`src/serdes_tx_pkg.sv`:
```
// Constants, types and encodings of the transmit serializer block.
// Assumes a host on the SPI pins and a chip-rate radio front end.
package serdes_tx_pkg;

   // ------------------------------------------------------------
   // Register offsets
   // ------------------------------------------------------------
   localparam logic [5:0] ADDR_CONTROL    = 6'h03;
   localparam logic [5:0] ADDR_TX_FLAGS   = 6'h09;
   localparam logic [5:0] ADDR_TX_BYTE    = 6'h0f;
   localparam logic [5:0] ADDR_TX_MASK    = 6'h10;
   localparam logic [5:0] ADDR_CODE_FIRST = 6'h11;
   localparam logic [5:0] ADDR_CODE_LAST  = 6'h18;
   localparam logic [5:0] ADDR_MISS_LIMIT = 6'h19;
   localparam logic [5:0] ADDR_CODE_MODE  = 6'h1e;

   // ------------------------------------------------------------
   // Fields and reset values
   // ------------------------------------------------------------
   localparam int         CTRL_TX_EN_BIT   = 7;
   localparam int         CTRL_RX_EN_BIT   = 6;
   localparam int         SPI_WRITE_BIT    = 7;
   localparam logic [7:0] CONTROL_RESET    = 8'h00;
   localparam logic [7:0] TX_BYTE_RESET    = 8'h00;
   localparam logic [7:0] TX_MASK_RESET    = 8'h00;
   localparam logic [7:0] MISS_LIMIT_RESET = 8'h08;
   localparam logic [7:0] MISS_LIMIT_MASK  = 8'h7f;
   localparam logic [7:0] CODE_BYTE_RESET  = 8'h00;
   localparam logic       PREAMBLE_BIT     = 1'b1;

   // ------------------------------------------------------------
   // Timing and sizes
   // ------------------------------------------------------------
   localparam int         CLOCK_PERIOD_NS = 20;
   localparam int         CHIP_PERIOD_NS  = 1000;
   localparam int         CHIP_DIV        = CHIP_PERIOD_NS / CLOCK_PERIOD_NS;
   localparam logic [5:0] CHIP_DIV_LAST   = 6'(CHIP_DIV - 1);
   localparam logic [5:0] LAST_CHIP_FULL  = 6'h3f;
   localparam logic [5:0] LAST_CHIP_HALF  = 6'h1f;
   localparam logic [4:0] SPI_CMD_LAST    = 5'h07;
   localparam logic [4:0] SPI_FRAME_LAST  = 5'h0f;
   localparam int         FIFO_DEPTH      = 8;

   // ------------------------------------------------------------
   // Types
   // ------------------------------------------------------------
   typedef enum logic [1:0] {
      CODE_FULL = 2'b00,
      CODE_LOW  = 2'b01,
      CODE_HIGH = 2'b10,
      CODE_DUAL = 2'b11
   } code_mode_t;

   typedef enum logic {
      SER_IDLE = 1'b0,
      SER_SEND = 1'b1
   } ser_state_t;

   typedef struct packed {
      logic [7:0] data;
      logic [7:0] mask;
   } tx_word_t;

   typedef struct packed {
      logic [3:0] zero;
      logic       underflow;
      logic       overflow;
      logic       done;
      logic       empty;
   } tx_flags_t;

endpackage

```
`src/serdes_tx.sv`:
```
// Transmit serializer with SPI register access and a byte FIFO.
// Assumes SPI mode 0 pins from another clock domain and a 50 MHz clock.

// ------------------------------------------------------------
// Byte FIFO
// ------------------------------------------------------------
module tx_fifo #(
   parameter int WIDTH = 16,
   parameter int DEPTH = 8
) (
   input  wire logic             i_clock,
   input  wire logic             i_rst_n,
   input  wire logic             i_in_valid,
   output logic                  o_in_ready,
   input  wire logic [WIDTH-1:0] i_in_data,
   output logic                  o_out_valid,
   input  wire logic             i_out_ready,
   output logic      [WIDTH-1:0] o_out_data
);
   localparam int AW = $clog2(DEPTH);

   logic [WIDTH-1:0] mem_ff [DEPTH];
   logic [AW:0]      wr_ptr_ff;
   logic [AW:0]      rd_ptr_ff;

   wire same_lap = wr_ptr_ff[AW] == rd_ptr_ff[AW];
   wire same_idx = wr_ptr_ff[AW-1:0] == rd_ptr_ff[AW-1:0];
   wire do_push  = i_in_valid & o_in_ready;
   wire do_pop   = o_out_valid & i_out_ready;

   assign o_in_ready  = ~(same_idx & ~same_lap);
   assign o_out_valid = ~(same_idx & same_lap);
   assign o_out_data  = mem_ff[rd_ptr_ff[AW-1:0]];

   always_ff @(posedge i_clock) begin
      if (do_push) begin
         mem_ff[wr_ptr_ff[AW-1:0]] <= i_in_data;
      end
   end

   always_ff @(posedge i_clock or negedge i_rst_n) begin
      if (!i_rst_n) begin
         wr_ptr_ff <= '0;
         rd_ptr_ff <= '0;
      end else begin
         wr_ptr_ff <= wr_ptr_ff + (AW+1)'(do_push);
         rd_ptr_ff <= rd_ptr_ff + (AW+1)'(do_pop);
      end
   end
endmodule

// ------------------------------------------------------------
// Top: SPI registers, flags and chip serializer
// ------------------------------------------------------------
module serdes_tx (
   input  wire logic       i_clock,
   input  wire logic       i_rst_n,
   input  wire logic       i_spi_sck,
   input  wire logic       i_spi_ss_n,
   input  wire logic       i_spi_mosi,
   output logic            o_spi_miso,
   output logic            o_spi_miso_oe_n,
   output logic            o_tx_chip,
   output logic            o_tx_chip_valid,
   output logic            o_tx_preamble,
   output logic            o_tx_active,
   output logic            o_rx_enable,
   output logic [6:0]      o_zero_miss_limit
);
   import serdes_tx_pkg::*;

   // ------------------------------------------------------------
   // Reset release and pin synchronisers
   // ------------------------------------------------------------
   logic [1:0] rst_sync_ff;
   logic [1:0] sck_sync_ff;
   logic [1:0] ss_sync_ff;
   logic [1:0] mosi_sync_ff;
   logic       sck_prev_ff;

   always_ff @(posedge i_clock or negedge i_rst_n) begin
      if (!i_rst_n) begin
         rst_sync_ff <= 2'h0;
      end else begin
         rst_sync_ff <= {rst_sync_ff[0], 1'b1};
      end
   end

   wire rst_n = rst_sync_ff[1];

   always_ff @(posedge i_clock or negedge rst_n) begin
      if (!rst_n) begin
         sck_sync_ff  <= 2'h0;
         ss_sync_ff   <= 2'h3;
         mosi_sync_ff <= 2'h0;
         sck_prev_ff  <= 1'b0;
      end else begin
         sck_sync_ff  <= {sck_sync_ff[0], i_spi_sck};
         ss_sync_ff   <= {ss_sync_ff[0], i_spi_ss_n};
         mosi_sync_ff <= {mosi_sync_ff[0], i_spi_mosi};
         sck_prev_ff  <= sck_sync_ff[1];
      end
   end

   // ------------------------------------------------------------
   // SPI frame: command byte, then data byte
   // ------------------------------------------------------------
   logic [4:0]  bit_cnt_ff;
   logic [15:0] shift_in_ff;
   logic [7:0]  miso_sh_ff;
   logic [7:0]  rdata;

   wire        frame_on   = ~ss_sync_ff[1];
   wire        sck_rise   = frame_on & sck_sync_ff[1] & ~sck_prev_ff;
   wire        sck_fall   = frame_on & ~sck_sync_ff[1] & sck_prev_ff;
   wire [15:0] nxt_shift  = {shift_in_ff[14:0], mosi_sync_ff[1]};
   wire        cmd_done   = sck_rise & (bit_cnt_ff == SPI_CMD_LAST);
   wire        frame_done = sck_rise & (bit_cnt_ff == SPI_FRAME_LAST);
   wire        data_phase = bit_cnt_ff > SPI_CMD_LAST + 5'h01; // Bit 7 holds to 9th rise
   wire [5:0]  rd_addr    = nxt_shift[5:0];
   wire        rd_strobe  = cmd_done & ~nxt_shift[SPI_WRITE_BIT];
   wire [5:0]  wr_addr    = nxt_shift[13:8];
   wire [7:0]  wr_data    = nxt_shift[7:0];
   wire        wr_strobe  = frame_done & nxt_shift[8 + SPI_WRITE_BIT];

   always_ff @(posedge i_clock or negedge rst_n) begin
      if (!rst_n) begin
         bit_cnt_ff  <= 5'h00;
         shift_in_ff <= 16'h0000;
         miso_sh_ff  <= 8'h00;
      end else if (!frame_on) begin
         bit_cnt_ff  <= 5'h00;
      end else begin
         if (sck_rise) begin
            shift_in_ff <= nxt_shift;
            bit_cnt_ff  <= bit_cnt_ff + 5'h01;
         end
         if (cmd_done) begin
            miso_sh_ff <= rdata;
         end else if (sck_fall && data_phase) begin
            miso_sh_ff <= {miso_sh_ff[6:0], 1'b0};
         end
      end
   end

   assign o_spi_miso      = miso_sh_ff[7];
   assign o_spi_miso_oe_n = ss_sync_ff[1];

   // ------------------------------------------------------------
   // Register decode
   // ------------------------------------------------------------
   logic [7:0]  control_ff;
   logic [7:0]  tx_byte_ff;
   logic [7:0]  tx_mask_ff;
   logic [7:0]  miss_limit_ff;
   code_mode_t  code_mode_ff;
   logic [7:0]  code_ff [8];
   tx_flags_t   flags_view;

   wire        wr_control = wr_strobe & (wr_addr == ADDR_CONTROL);
   wire        wr_tx_byte = wr_strobe & (wr_addr == ADDR_TX_BYTE);
   wire        wr_tx_mask = wr_strobe & (wr_addr == ADDR_TX_MASK);
   wire        wr_miss    = wr_strobe & (wr_addr == ADDR_MISS_LIMIT);
   wire        wr_mode    = wr_strobe & (wr_addr == ADDR_CODE_MODE);
   wire        wr_code    = wr_strobe & (wr_addr >= ADDR_CODE_FIRST)
                                      & (wr_addr <= ADDR_CODE_LAST);
   wire [2:0]  wr_code_ix = 3'(wr_addr - ADDR_CODE_FIRST);
   wire [2:0]  rd_code_ix = 3'(rd_addr - ADDR_CODE_FIRST);
   wire        tx_en      = control_ff[CTRL_TX_EN_BIT];
   wire        flags_read = rd_strobe & (rd_addr == ADDR_TX_FLAGS);

   always_comb begin
      if (rd_addr == ADDR_CONTROL) begin
         rdata = control_ff;
      end else if (rd_addr == ADDR_TX_FLAGS) begin
         rdata = flags_view;
      end else if (rd_addr == ADDR_TX_BYTE) begin
         rdata = tx_byte_ff;
      end else if (rd_addr == ADDR_TX_MASK) begin
         rdata = tx_mask_ff;
      end else if (rd_addr >= ADDR_CODE_FIRST && rd_addr <= ADDR_CODE_LAST) begin
         rdata = code_ff[rd_code_ix];
      end else if (rd_addr == ADDR_MISS_LIMIT) begin
         rdata = miss_limit_ff;
      end else if (rd_addr == ADDR_CODE_MODE) begin
         rdata = {6'h00, code_mode_ff};
      end else begin
         rdata = 8'h00;
      end
   end

   always_ff @(posedge i_clock or negedge rst_n) begin
      if (!rst_n) begin
         control_ff    <= CONTROL_RESET;
         tx_byte_ff    <= TX_BYTE_RESET;
         tx_mask_ff    <= TX_MASK_RESET;
         miss_limit_ff <= MISS_LIMIT_RESET;
         code_mode_ff  <= CODE_FULL;
         for (int k = 0; k < 8; k++) begin
            code_ff[k] <= CODE_BYTE_RESET;
         end
      end else begin
         if (wr_control) begin
            control_ff <= wr_data;
         end
         if (wr_tx_byte) begin
            tx_byte_ff <= wr_data;
         end
         if (wr_tx_mask) begin
            tx_mask_ff <= wr_data;
         end
         if (wr_miss) begin
            miss_limit_ff <= wr_data & MISS_LIMIT_MASK;
         end
         if (wr_mode) begin
            code_mode_ff <= code_mode_t'(wr_data[1:0]);
         end
         if (wr_code) begin
            code_ff[wr_code_ix] <= wr_data;
         end
      end
   end

   assign o_rx_enable       = control_ff[CTRL_RX_EN_BIT];
   assign o_zero_miss_limit = miss_limit_ff[6:0];

   // ------------------------------------------------------------
   // FIFO between host writes and the serializer
   // ------------------------------------------------------------
   // Byte and mask are captured together, so a later mask write
   // cannot alter a byte already queued.
   tx_word_t   push_word;
   tx_word_t   head_word;
   logic [15:0] head_bits;
   logic       fifo_ready;
   logic       fifo_valid;
   logic       fifo_pop;

   assign push_word = '{data: wr_data, mask: tx_mask_ff};
   assign head_word = tx_word_t'(head_bits);

   tx_fifo #(
      .WIDTH ($bits(tx_word_t)),
      .DEPTH (FIFO_DEPTH)
   ) u_fifo (
      .i_clock     (i_clock),
      .i_rst_n     (rst_n),
      .i_in_valid  (wr_tx_byte),
      .o_in_ready  (fifo_ready),
      .i_in_data   (push_word),
      .o_out_valid (fifo_valid),
      .i_out_ready (fifo_pop),
      .o_out_data  (head_bits)
   );

   // ------------------------------------------------------------
   // Chip-rate enable
   // ------------------------------------------------------------
   logic [5:0] div_cnt_ff;
   wire        chip_tick = div_cnt_ff == CHIP_DIV_LAST;

   always_ff @(posedge i_clock or negedge rst_n) begin
      if (!rst_n) begin
         div_cnt_ff <= 6'h00;
      end else begin
         div_cnt_ff <= chip_tick ? 6'h00 : div_cnt_ff + 6'h01;
      end
   end

   // ------------------------------------------------------------
   // Serializer
   // ------------------------------------------------------------
   ser_state_t state_ff;
   ser_state_t nxt_state;
   logic [7:0] sh_data_ff;
   logic [7:0] sh_mask_ff;
   logic [5:0] chip_cnt_ff;
   logic       odd_bit_ff;
   logic       chip_ff;
   logic       chip_valid_ff;
   logic       preamble_ff;

   wire        idle      = state_ff == SER_IDLE;
   wire        full_code = code_mode_ff == CODE_FULL;
   wire [5:0]  last_chip = full_code ? LAST_CHIP_FULL : LAST_CHIP_HALF;
   wire        bit_end   = chip_tick & (chip_cnt_ff == last_chip);
   wire [7:0]  rest_mask = {1'b0, sh_mask_ff[7:1]};
   wire        byte_end  = ~idle & tx_en & bit_end & (rest_mask == 8'h00);
   wire        use_high  = (code_mode_ff == CODE_HIGH)
                         | ((code_mode_ff == CODE_DUAL) & odd_bit_ff);
   wire [5:0]  chip_ix   = full_code ? chip_cnt_ff
                                     : {use_high, chip_cnt_ff[4:0]};
   wire [63:0] code_vec  = {code_ff[7], code_ff[6], code_ff[5], code_ff[4],
                            code_ff[3], code_ff[2], code_ff[1], code_ff[0]};
   wire        is_data   = sh_mask_ff[0];
   wire        bit_val   = is_data ? sh_data_ff[0] : PREAMBLE_BIT;
   wire        nxt_chip  = code_vec[chip_ix] ^ ~bit_val;

   // Only an idle serializer pops, so a stalled transmitter lets the
   // FIFO fill and the overflow flag reports lost writes.
   assign fifo_pop = idle & tx_en & fifo_valid;

   always_comb begin
      nxt_state = state_ff;
      case (state_ff)
         SER_IDLE: begin
            if (fifo_pop && head_word.mask != 8'h00) begin
               nxt_state = SER_SEND;
            end
         end
         SER_SEND: begin
            if (!tx_en || byte_end) begin
               nxt_state = SER_IDLE;
            end
         end
         default: begin
            nxt_state = SER_IDLE;
         end
      endcase
   end

   always_ff @(posedge i_clock or negedge rst_n) begin
      if (!rst_n) begin
         state_ff    <= SER_IDLE;
         sh_data_ff  <= 8'h00;
         sh_mask_ff  <= 8'h00;
         chip_cnt_ff <= 6'h00;
         odd_bit_ff  <= 1'b0;
      end else begin
         state_ff <= nxt_state;
         if (fifo_pop) begin
            sh_data_ff  <= head_word.data;
            sh_mask_ff  <= head_word.mask;
            chip_cnt_ff <= 6'h00;
            odd_bit_ff  <= 1'b0;
         end else if (!idle && bit_end) begin
            sh_data_ff  <= {1'b0, sh_data_ff[7:1]};
            sh_mask_ff  <= rest_mask;
            chip_cnt_ff <= 6'h00;
            odd_bit_ff  <= ~odd_bit_ff;
         end else if (!idle && chip_tick) begin
            chip_cnt_ff <= chip_cnt_ff + 6'h01;
         end
      end
   end

   always_ff @(posedge i_clock or negedge rst_n) begin
      if (!rst_n) begin
         chip_ff       <= 1'b0;
         chip_valid_ff <= 1'b0;
         preamble_ff   <= 1'b0;
      end else begin
         chip_valid_ff <= ~idle & tx_en & chip_tick;
         if (!idle && chip_tick) begin
            chip_ff     <= nxt_chip;
            preamble_ff <= ~is_data;
         end
      end
   end

   assign o_tx_chip       = chip_ff;
   assign o_tx_chip_valid = chip_valid_ff;
   assign o_tx_preamble   = preamble_ff;
   assign o_tx_active     = ~idle;

   // ------------------------------------------------------------
   // Transmit flags
   // ------------------------------------------------------------
   // Done, overflow and underflow clear when read; a set in the same cycle wins.
   logic done_ff;
   logic overflow_ff;
   logic underflow_ff;
   logic sent_once_ff;

   wire set_overflow  = wr_tx_byte & ~fifo_ready;
   wire set_underflow = byte_end & ~fifo_valid;
   wire nxt_done      = byte_end | (done_ff & ~flags_read);
   wire nxt_overflow  = set_overflow | (overflow_ff & ~flags_read);
   wire nxt_underflow = set_underflow | (underflow_ff & ~flags_read);

   always_ff @(posedge i_clock or negedge rst_n) begin
      if (!rst_n) begin
         done_ff      <= 1'b0;
         overflow_ff  <= 1'b0;
         underflow_ff <= 1'b0;
         sent_once_ff <= 1'b0;
      end else begin
         // Writes never reach these bits.
         done_ff      <= nxt_done;
         overflow_ff  <= nxt_overflow;
         underflow_ff <= nxt_underflow & (sent_once_ff | byte_end);
         sent_once_ff <= sent_once_ff | byte_end;
      end
   end

   // Empty tracks the FIFO level, so loading a byte clears it.
   assign flags_view = tx_en ? tx_flags_t'{zero: 4'h0,
                                 underflow: underflow_ff,
                                 overflow: overflow_ff,
                                 done: done_ff,
                                 empty: ~fifo_valid}
                             : '0;
endmodule

```
`config.mk`:
```
export PLATFORM = sky130hd
export DESIGN_NAME = serdes_tx
export DESIGN_NICKNAME = d
export VERILOG_FILES = /design/src/serdes_tx_pkg.sv /design/src/serdes_tx.sv
export SDC_FILE = /design/constraint.sdc
export NUM_CORES = 1
export LEC_CHECK = 0
export BUFFER_PORTS_ARGS = -buffer_cell sky130_fd_sc_hd__clkbuf_2
export CORE_AREA = 5 5 149 186
export DETAILED_ROUTE_END_ITERATION = 8
export DIE_AREA = 0 0 154 191
export GPL_ROUTABILITY_DRIVEN = 0
export GPL_TIMING_DRIVEN = 0
export HOLD_SLACK_MARGIN = 0.03
export PLACE_DENSITY = 0.73
export SLEW_MARGIN = 10
export SYNTH_ARGS = -nofsm -noshare
export SYNTH_HDL_FRONTEND = slang
export SYNTH_HIERARCHICAL = 1
export SYNTH_SLANG_ARGS = --single-unit
```
`constraint.sdc`:
```
create_clock -name i_clock -period 6 [get_ports i_clock]
set_input_delay 0.3 -clock i_clock [delete_from_list [all_inputs] [get_ports i_clock]]
set_output_delay 0.3 -clock i_clock [all_outputs]
set_load 0.02 [all_outputs]
```
==> flow_metrics.py, run 1 <==
metrics = {
    "outcome": {
        "run_status": "complete, no violations",
    },
    "global_route": {
        "grt_max_degree": 64,
        "grt_pass1_wl_um": 50400,
        "antenna_found_initial": 0,
        "grt_use_total_pct": 22.0,
        "first_global_vias": 8806,
        "grt-ovfl-total": 0,
    },
    "logic_synthesis": {
        "synth.distinct_cells": 71,
        "netlist_area_um2": 14200,
        "yosysTopAreaCell": "dfrtp_1",
        "synth_area_per_cell_um2": 14.6,
        "synth_edf_count": 128,
        "ys_seq_area_share_pct": 58.8,
        "synthArstFlopShare_pct": 58.3,
        "synth_nets": 996,
        "synth_seq_cells": 307,
        "yosys_warnings": 6,
        "netlist_instances": 970,
        "synth_top_area_share_pct": 31.1,
        "synthTopCellsByArea": "dfrtp_1, edfxtp_1, mux2_2",
        "synth_flop_cell": "dfrtp_1",
    },
    "sta": {
        "max_freq_ghz": 0.206,
        "tns_ps": 0,
        "rsz0062_at_grt": "no",
        "max-slew-margin-rel_pct": 28.9,
        "timing.hold.ws_ps": 62.9,
        "clock_skew_ps": 9.01,
        "period_share_pct": 81.0,
        "finalWorstSetupSlack_ps": 1140,
        "slew_violations": 0,
        "fin_crit_ps": 4860,
        "finalHoldViolCount": 0,
        "worst_pin_slew_ps": 1070,
        "report.final.setup_viol": 0,
    },
    "job": {
        "maxCapViolCount": 0,
    },
    "layout": {
        "final_cells": 1390,
        "final_common_cell": "dfrtp_1",
        "regArea_um2": 8330,
        "final_cell_mix": "dfrtp_1, edfxtp_1, mux2_2",
        "synthToLayoutAreaGrowth_pct": 11.3,
        "fillCellCount": 1946,
        "finalCoreUtilization_pct": 61.2,
        "drive_above_1_share_pct": 23.0,
        "nNetsFinal": 1052,
        "fin_area_um2": 15800,
        "multi_input_area_um2": 5470,
        "num_antenna_cells": 0,
    },
    "floorplanning": {
        "die_y_um": 191,
        "core_area_um2": 25800,
        "dieArea_um2": 29400,
        "chipWidth_um": 154,
        "start_util_pct": 55.0,
        "pin_count": 19,
        "row_count": 66,
    },
    "drt": {
        "drtIter0Drc": 658,
        "ant_nets": 0,
        "drcViolationCount": 0,
        "drtPass1Iterations": 5,
        "vias": 8452,
        "wire_per_inst_um": 22.9,
        "wirelength_um": 31900,
        "vias_per_cell": 6.08,
    },
    "placement": {
        "port_buffers": 18,
        "place_area_um2": 14700,
        "dp_hpwl_um": 21400,
        "place_ws_ps": 1170,
        "dp_cells": 1330,
    },
    "power_and_ir_drop": {
        "p_total_mw": 4.56,
        "power.density_nw_per_um2": 289,
        "leakage_nw": 6.38,
        "peakVddDrop_v": 0.000244,
    },
    "critical_path": {
        "crit_arrival_ps": 5300,
        "cpLargestDelayFamily": "buffers and inverters",
        "cpPeakStageDelay_ps": 660,
        "crit_path_start_kind": "flop",
        "cp_slowest_cell": "dfrtp_1",
        "worst-setup-path-type": "flop to flop",
        "endpoint_kind": "flop",
        "crit_buf_inv": 6,
        "path_common_cell": "clkbuf_1",
        "cp_cell_sequence": "buf_2, buf_2, clkbuf_1, inv_1, ha_1, clkbuf_1, clkbuf_1, mux4_2, mux2_2, a211oi_1, o21ai_0, o311a_1",
        "required_ps": 6430,
        "path_max_fanout": 11,
    },
    "clocking": {
        "post-cts-setup-buffer-count": 0,
        "htreeDepth": 1,
        "clk_pin_slew_ps": 60,
        "clockBufferDepth": 3,
        "cts_tree": "done",
        "root_buffer": "clkbuf_16",
        "clock_latency_ps": 550,
        "clkSinkCount": 307,
        "ctsResizeCount": 0,
        "cts_buffers": 30,
        "cts_hold_buffers": 4,
    },
    "worst_hold_path": {
        "hold_class": "input pin to async pin",
    },
}
## layout make-up
type / instances / share of cell area [%]
sequential: 307 / 52.8
multi-input combinational: 590 / 34.7
clock buffer: 36 / 4.91
tap: 340 / 2.70
buffer: 57 / 1.91
clock inverter: 20 / 1.37
timing repair buffer: 24 / 1.17
inverter: 16 / 0.381
## logic make-up after synthesis
family	Yosys count	share of synthesized area (%)
mux	207	22.0
other cells	1	0.0265
simple gates	236	8.91
fa+ha+maj	21	1.86
compound gates	108	4.79
flops	307	58.8
xor+xnor	17	1.10
buf+inv	73	2.55
## cells in the mapped netlist, types with 20 or more instances
cell	instances
mux2i_1	39
dfrtp_1	176
nor2_1	24
nand2_1	85
clkbuf_1	33
edfxtp_1	128
ha_1	21
nand3_1	20
o21ai_0	52
mux2_2	95
mux4_2	24
mux4_1	33
## flip-flops by register name, indices dropped and copies added, names as in the netlist, 2 cells and up
| signal | cells |
|---|---|
| bit_cnt_ff | 5 |
| chip_cnt_ff | 6 |
| code_ff | 64 |
| code_mode_ff | 2 |
| control_ff | 8 |
| div_cnt_ff | 6 |
| miso_sh_ff | 8 |
| miss_limit_ff | 7 |
| mosi_sync_ff | 2 |
| rst_sync_ff | 2 |
| sck_sync_ff | 2 |
| sh_data_ff | 8 |
| sh_mask_ff | 8 |
| shift_in_ff | 15 |
| ss_sync_ff | 2 |
| tx_byte_ff | 8 |
| tx_mask_ff | 8 |
| u_fifo/mem_ff | 128 |
| u_fifo/rd_ptr_ff | 4 |
| u_fifo/wr_ptr_ff | 4 |
## routing by layer
| layer | global-route usage (%) | routed length (µm) | vias to the layer above |
|---|---|---|---|
| met5 | 0 | 0 | - |
| met4 | 8.49 | 1300 | 0 |
| met3 | 2.74 | 1580 | 77 |
| met2 | 38.3 | 16400 | 280 |
| met1 | 28.2 | 12600 | 4300 |
| li1 | - | - | 3795 |
## report_power, final
part	internal, mW	total (mW)	switching, mW	leakage [nW]
combinational	0.108	0.351	0.244	2.32
sequential	2.25	2.33	0.0819	3.59
clock	1.09	1.88	0.784	0.474
## worst paths after layout
path | from | to | slack [ps] | cells past startpoint
min reg2reg | sck_sync_ff[0] | sck_sync_ff[1] | 350 | 0
min in group i_clock | sck_sync_ff[0] | sck_sync_ff[1] | 350 | 0
min | i_rst_n | rst_sync_ff[1] | 60 | 2
max reg2reg | mosi_sync_ff[1] | miso_sh_ff[1] | 1140 | 12
max in group asynchronous | rst_sync_ff[1] | code_ff[63] | 4800 | 1
max | mosi_sync_ff[1] | miso_sh_ff[1] | 1140 | 12
Power figures use the tool's default switching activity.
==> inputs of run 2 (changes only) <==
--- a/config.mk
+++ b/config.mk
@@ -5,10 +5,11 @@
 export SDC_FILE = /design/constraint.sdc
 export NUM_CORES = 1
 export LEC_CHECK = 0
+export ABC_AREA = 1
 export BUFFER_PORTS_ARGS = -buffer_cell sky130_fd_sc_hd__clkbuf_2
-export CORE_AREA = 5 5 149 186
+export CORE_AREA = 5 5 151 189
 export DETAILED_ROUTE_END_ITERATION = 8
-export DIE_AREA = 0 0 154 191
+export DIE_AREA = 0 0 156 194
 export GPL_ROUTABILITY_DRIVEN = 0
 export GPL_TIMING_DRIVEN = 0
 export HOLD_SLACK_MARGIN = 0.03
==> constraint.sdc (replaced) <==
create_clock -name i_clock -period 4.55 [get_ports i_clock]
set_input_delay 0.2275 -clock i_clock [delete_from_list [all_inputs] [get_ports i_clock]]
set_output_delay 0.2275 -clock i_clock [all_outputs]
set_load 0.02 [all_outputs]
==> run 2 against run 1 <==
Combinational power is 56% higher; clock skew rose by 14 ps; critical path depth increased by 3; hold slack gained 260 ps; wire length grew 13%; clock power grew 28%; register-to-register slack got worse by 780 ps; cell area up 2.5%.
==> flow_metrics.py, run 2 <==
metrics = {
    "floorplanning": {
        "die_y_um": 194,
        "chipWidth_um": 156,
        "row_count": 67,
        "core_area_um2": 26600,
        "pin_count": 19,
        "dieArea_um2": 30300,
        "start_util_pct": 54.8,
    },
    "global_route": {
        "grt.met2_usage_pct": 40.7,
        "first_global_vias": 10800,
        "use_met3_pct": 3.06,
        "busiest_layer": "met2",
        "grt-ovfl-total": 0,
        "grt_max_degree": 63,
        "grt_pass1_wl_um": 58200,
        "grt_use_total_pct": 24.1,
        "antenna_found_initial": 0,
        "grt.met1_usage_pct": 31.1,
    },
    "job": {
        "maxCapViolCount": 0,
    },
    "critical_path": {
        "cp_slowest_cell": "buf_1",
        "required_ps": 5060,
        "cpPeakStageDelay_ps": 790,
        "cp_cell_sequence": "buf_2, inv_2, buf_2, buf_1, ha_1, buf_2, clkbuf_1, o21ai_0, o211ai_1, nand3_1, nand2_1, nand2_1, nand4_1, nand2_1, inv_1",
        "crit_arrival_ps": 4700,
        "crit_path_start_kind": "flop",
        "cpLargestDelayFamily": "buffers and inverters",
        "path_max_fanout": 12,
        "worst-setup-path-type": "flop to flop",
        "crit_buf_inv": 7,
        "endpoint_kind": "flop",
    },
    "drt": {
        "ant_nets": 0,
        "drtIter0Drc": 938,
        "vias": 11200,
        "drcViolationCount": 0,
        "wirelength_um": 36200,
        "drtPass1Iterations": 6,
        "vias_per_cell": 5.67,
        "wire_per_inst_um": 18.3,
    },
    "sta": {
        "rsz0062_at_grt": "no",
        "worst_pin_slew_ps": 1020,
        "max_freq_ghz": 0.238,
        "finalHoldViolCount": 0,
        "slew_violations": 0,
        "period_share_pct": 92.2,
        "fin_crit_ps": 4200,
        "tns_ps": 0,
        "clock_skew_ps": 23.3,
        "report.final.setup_viol": 0,
        "max-slew-margin-rel_pct": 31.7,
    },
    "logic_synthesis": {
        "ys_seq_area_share_pct": 57.1,
        "synth_top_family_by_area": "simple AND/OR/NAND/NOR gates",
        "synthAdderAreaFrac_pct": 1.80,
        "synth_edf_count": 128,
        "synthTopCellsByArea": "dfrtp_1, edfxtp_1, nand2_1",
        "netlist_instances": 1559,
        "synth_top_area_share_pct": 30.2,
        "synth.distinct_cells": 46,
        "synth-compound-area-share_pct": 12.2,
        "yosys_warnings": 6,
        "synth_nets": 1585,
        "synth_area_per_cell_um2": 9.35,
        "netlist_area_um2": 14600,
        "synth_xor_area_share_pct": 0.644,
        "synth.most_common_cell": "nand2_1",
        "synth_flop_cell": "dfrtp_1",
        "synth_commonest_cells": "nand2_1, dfrtp_1, nor2_1",
        "synthArstFlopShare_pct": 58.3,
        "synth_mux_area_share_pct": 0,
        "synthSimpleGateAreaFrac_pct": 22.6,
        "yosysTopAreaCell": "dfrtp_1",
        "synth_seq_cells": 307,
    },
    "clocking": {
        "htreeDepth": 1,
        "ctsResizeCount": 0,
        "clkSinkCount": 307,
        "clockBufferDepth": 3,
        "cts_tree": "done",
        "cts_buffers": 28,
        "clock_latency_ps": 560,
        "root_buffer": "clkbuf_16",
        "post-cts-setup-buffer-count": 0,
        "clk_pin_slew_ps": 70,
        "cts_hold_buffers": 5,
    },
    "power_and_ir_drop": {
        "seqPwrFrac_pct": 50.6,
        "power.density_nw_per_um2": 370,
        "leakage_nw": 6.83,
        "swShare_pct": 25.6,
        "clkPwrFrac_pct": 40.3,
        "peakVddDrop_v": 0.000342,
        "internal-power_mw": 4.45,
        "p_switching_mw": 1.53,
        "combPwrFrac_pct": 9.1,
        "p_total_mw": 5.98,
    },
    "layout": {
        "final_common_cell": "nand2_1",
        "finalCoreUtilization_pct": 60.8,
        "drive_above_1_share_pct": 14.6,
        "final_cell_mix": "nand2_1, dfrtp_1, nor2_1",
        "synthToLayoutAreaGrowth_pct": 10.9,
        "largest_reg_flops": 128,
        "nNetsFinal": 1640,
        "num_antenna_cells": 0,
    },
    "outcome": {
        "run_status": "complete, no violations",
    },
    "worst_hold_path": {
        "hold_class": "input pin to flop",
    },
    "placement": {
        "dp_hpwl_um": 25800,
        "port_buffers": 18,
    },
}
==> run 2: final cells by class <==
type	count	area, µm²
Clock buffer	35	727
Sequential cell	307	8330
Timing Repair Buffer	25	195
Inverter	89	334
Clock inverter	17	226
Fill cell	2195	10400
Multi-Input combinational cell	1087	5440
Tap cell	345	432
Buffer	76	479
==> run 2: worst register-to-register path, cell delays in order (launching register included) <==
cell and delay, ps:
dfrtp_1 560, buf_2 280, inv_2 150, buf_2 330, buf_1 800, ha_1 260
buf_2 230, clkbuf_1 450, o21ai_0 190, o211ai_1 200, nand3_1 260, nand2_1 130
nand2_1 70, nand4_1 140, nand2_1 80, inv_1 50
==> run 2: logic make-up after synthesis <==
kind of cell / after synthesis
AND/OR/NAND/NOR: 760
flip-flops: 307
adder cells (fa/ha/maj): 21
other: 1
AO/OA/AOI/OAI: 296
XOR/XNOR: 9
buffers and inverters: 165
==> run 2: power by group through the flow <==
stage / Sequential, mW / Clock, mW / Combinational [mW]
after global placement: 3.09 / 0 / 0.500
after detailed placement: 3.08 / 0 / 0.531
after global routing: 3.03 / 2.57 / 0.594
after floorplan: 3.06 / 0 / 0.347
after CTS: 3.02 / 2.45 / 0.537
final: 3.02 / 2.41 / 0.546
==> run 2: layer usage <==
metal	routed length, µm	vias to the layer above	part of all wire (%)
met3	2100	117	5.8
met2	18000	446	50
met5	0	-	0
met1	14300	5353	40
met4	1740	0	4.8
li1	-	5317	-
==> run 2: path summary, 6_finish.rpt <==
check / depth (start not counted) / start / slack [ps] / to
max in group asynchronous: 2 / rst_sync_ff[1] / 3040 / div_cnt_ff[4]
min: 2 / i_spi_ss_n / 320 / ss_sync_ff[0]
min in group asynchronous: 0 / rst_sync_ff[1] / 410 / shift_in_ff[11]
max: 15 / mosi_sync_ff[1] / 350 / miso_sh_ff[6]
max reg2reg: 15 / mosi_sync_ff[1] / 350 / miso_sh_ff[6]
min reg2reg: 0 / mosi_sync_ff[0] / 350 / mosi_sync_ff[1]
==> run 2: stage by stage <==
stage	instance area [µm²]	setup WS (ps)	hold WS [ps]	std cells
after global routing	16200	287	324	1981
after floorplan	14600	1600	-68.1	1559
after detailed placement	15200	564	15.2	1924
after CTS	16200	566	283	1981
after global placement	15100	537	12.9	1922
final	16200	355	319	1981
==> inputs of run 3 (changes only) <==
--- a/config.mk
+++ b/config.mk
@@ -14,6 +14,7 @@
 export GPL_TIMING_DRIVEN = 0
 export HOLD_SLACK_MARGIN = 0.03
 export PLACE_DENSITY = 0.73
+export RECOVER_POWER = 100
 export SLEW_MARGIN = 10
 export SYNTH_ARGS = -nofsm -noshare
 export SYNTH_HDL_FRONTEND = slang
==> run 3 against run 2 <==
The flow now finishes with violations (capacitance limit, slew limit); cell area fell by 2.8%; register-to-register slack got worse by 100 ps; total power shrank 0.75%; largest cell class unchanged; combinational power decreased by 7.5%; via count decreased by 0.93%.
==> flow_metrics.py, run 3 (synthesis gave the netlist of run 2 again) <==
metrics = {
    "power_and_ir_drop": {
        "internal-power_mw": 4.44,
        "seqPwrFrac_pct": 50.9,
        "power.density_nw_per_um2": 378,
        "swShare_pct": 25.1,
        "clkPwrFrac_pct": 40.6,
        "peakVddDrop_v": 0.000342,
        "leakage_nw": 6.50,
        "p_switching_mw": 1.49,
        "combPwrFrac_pct": 8.5,
    },
    "sta": {
        "tns_ps": 0,
        "clock_skew_ps": 22.5,
        "worst_pin_slew_ps": 2330,
        "slew_violations": 191,
        "report.final.setup_viol": 0,
        "max_freq_ghz": 0.233,
        "rsz0062_at_grt": "no",
        "finalHoldViolCount": 0,
        "max-slew-margin-rel_pct": -55.3,
        "period_share_pct": 94.4,
        "timing.hold.ws_ps": 316,
        "fin_crit_ps": 4300,
    },
    "job": {
        "maxCapViolCount": 6,
    },
    "clocking": {
        "clk_pin_slew_ps": 70,
        "clockBufferDepth": 3,
        "cts_buffers": 28,
        "root_buffer": "clkbuf_16",
        "cts_tree": "done",
        "ctsResizeCount": 0,
        "post-cts-setup-buffer-count": 0,
        "clock_latency_ps": 560,
        "htreeDepth": 1,
        "clkSinkCount": 307,
    },
    "critical_path": {
        "worst-setup-path-type": "flop to flop",
        "required_ps": 5060,
        "cpPeakStageDelay_ps": 740,
        "crit_arrival_ps": 4800,
        "endpoint_kind": "flop",
        "path_max_fanout": 12,
        "cp_cell_sequence": "buf_2, inv_2, clkbuf_1, clkbuf_1, ha_1, buf_2, clkbuf_1, o21ai_0, o211ai_1, nand3_1, nand2_1, nand2_1, nand4_1, nand2_1, inv_1",
        "cp_slowest_cell": "clkbuf_1",
        "crit_path_start_kind": "flop",
    },
    "floorplanning": {
        "dieArea_um2": 30300,
        "row_count": 67,
        "start_util_pct": 54.8,
        "die_y_um": 194,
        "chipWidth_um": 156,
        "pin_count": 19,
        "core_area_um2": 26600,
    },
    "worst_hold_path": {
        "hold_class": "input pin to flop",
    },
    "outcome": {
        "run_status": "finished with violations",
        "violations": "capacitance limit, slew limit",
    },
    "placement": {
        "port_buffers": 18,
        "place_area_um2": 15200,
        "dp_hpwl_um": 25800,
        "dp_cells": 1924,
    },
    "drt": {
        "drtIter0Drc": 925,
        "vias_per_cell": 5.62,
        "drtPass1Iterations": 6,
        "wire_per_inst_um": 18.3,
        "vias": 11100,
        "drcViolationCount": 0,
        "ant_nets": 0,
        "wirelength_um": 36200,
    },
    "global_route": {
        "grt_max_degree": 63,
        "grt_pass1_wl_um": 58200,
        "grt-ovfl-total": 0,
        "first_global_vias": 10800,
        "antenna_found_initial": 0,
        "grt_use_total_pct": 24.1,
    },
    "layout": {
        "drive_above_1_share_pct": 8.31,
        "finalCoreUtilization_pct": 59.1,
        "final_cell_mix": "nand2_1, nor2_1, dfrtp_1",
        "synthToLayoutAreaGrowth_pct": 7.76,
        "fillCellCount": 2307,
        "fin_area_um2": 15700,
        "final_cells": 1981,
        "nNetsFinal": 1640,
        "final_common_cell": "nand2_1",
        "num_antenna_cells": 0,
        "largest_reg_flops": 128,
    },
}
==> run 3: cell count changes in the layout (fill, tap and decap cells not counted), sizes merged <==
cell,before,now
clkbuf,74,90
clkinv,10,11
buf,57,41
inv,87,86
==> run 3: final timing paths <==
path,from,to,slack (ps),cells past startpoint
worst max-delay path,mosi_sync_ff[1],miso_sh_ff[6],250,15
worst min-delay path,i_spi_ss_n,ss_sync_ff[0],320,2
worst max register to register,mosi_sync_ff[1],miso_sh_ff[6],250,15
worst min register to register,mosi_sync_ff[0],mosi_sync_ff[1],350,0
max in group asynchronous,rst_sync_ff[1],o_tx_active,980,2
min in group asynchronous,i_rst_n,rst_sync_ff[1],510,3
==> run 3: routing by layer <==
metal | routed length, µm | part of all wire, % | GRT usage, %
met2 | 17900 | 49 | 40.7
met4 | 1920 | 5.3 | 10.7
met3 | 2020 | 5.6 | 3.06
met5 | 0 | 0 | 0
met1 | 14400 | 40 | 31.1
==> run 3: stage by stage <==
step | total power [mW] | setup WS [ps]
6_report | 5.93 | 255
5_1_grt | 6.15 | 160
4_1_cts | 6.01 | 566
3_5_place_dp | 3.61 | 564
3_3_place_gp | 3.59 | 537
2_1_floorplan | 3.41 | 1600
==> run 3: cell type report <==
| class | count | area [µm²] | share of cell area [%] |
|---|---|---|---|
| Buffer | 76 | 409 | 2.60 |
| Clock inverter | 17 | 226 | 1.44 |
| Tap cell | 345 | 432 | 2.75 |
| Inverter | 89 | 334 | 2.13 |
| Sequential cell | 307 | 8330 | 53.0 |
| Multi-Input combinational cell | 1087 | 5100 | 32.4 |
| Timing Repair Buffer | 25 | 155 | 0.988 |
| Clock buffer | 35 | 727 | 4.63 |
==> run 3: power by group through the flow <==
stage	Sequential (mW)	Clock [mW]	Combinational (mW)
final	3.02	2.41	0.505
after global routing	3.03	2.57	0.553
after CTS	3.02	2.45	0.537
after detailed placement	3.08	0	0.531
after global placement	3.09	0	0.500
after floorplan	3.06	0	0.347
==> run 3: critical path: cells and delay by family (launching register included) <==
family	cells	cell delay [ps]
AO/OA/AOI/OAI	2	380
adder cells (fa/ha/maj)	1	250
buffers and inverters	7	2370
flip-flops	1	560
AND/OR/NAND/NOR	5	680
==> run 3: repair_timing <==
item | 4_1_cts | 5_1_grt
hold buffers | 5 | 0
hold endpoints to repair | 5 | 0
setup endpoints to repair | 0 | 0
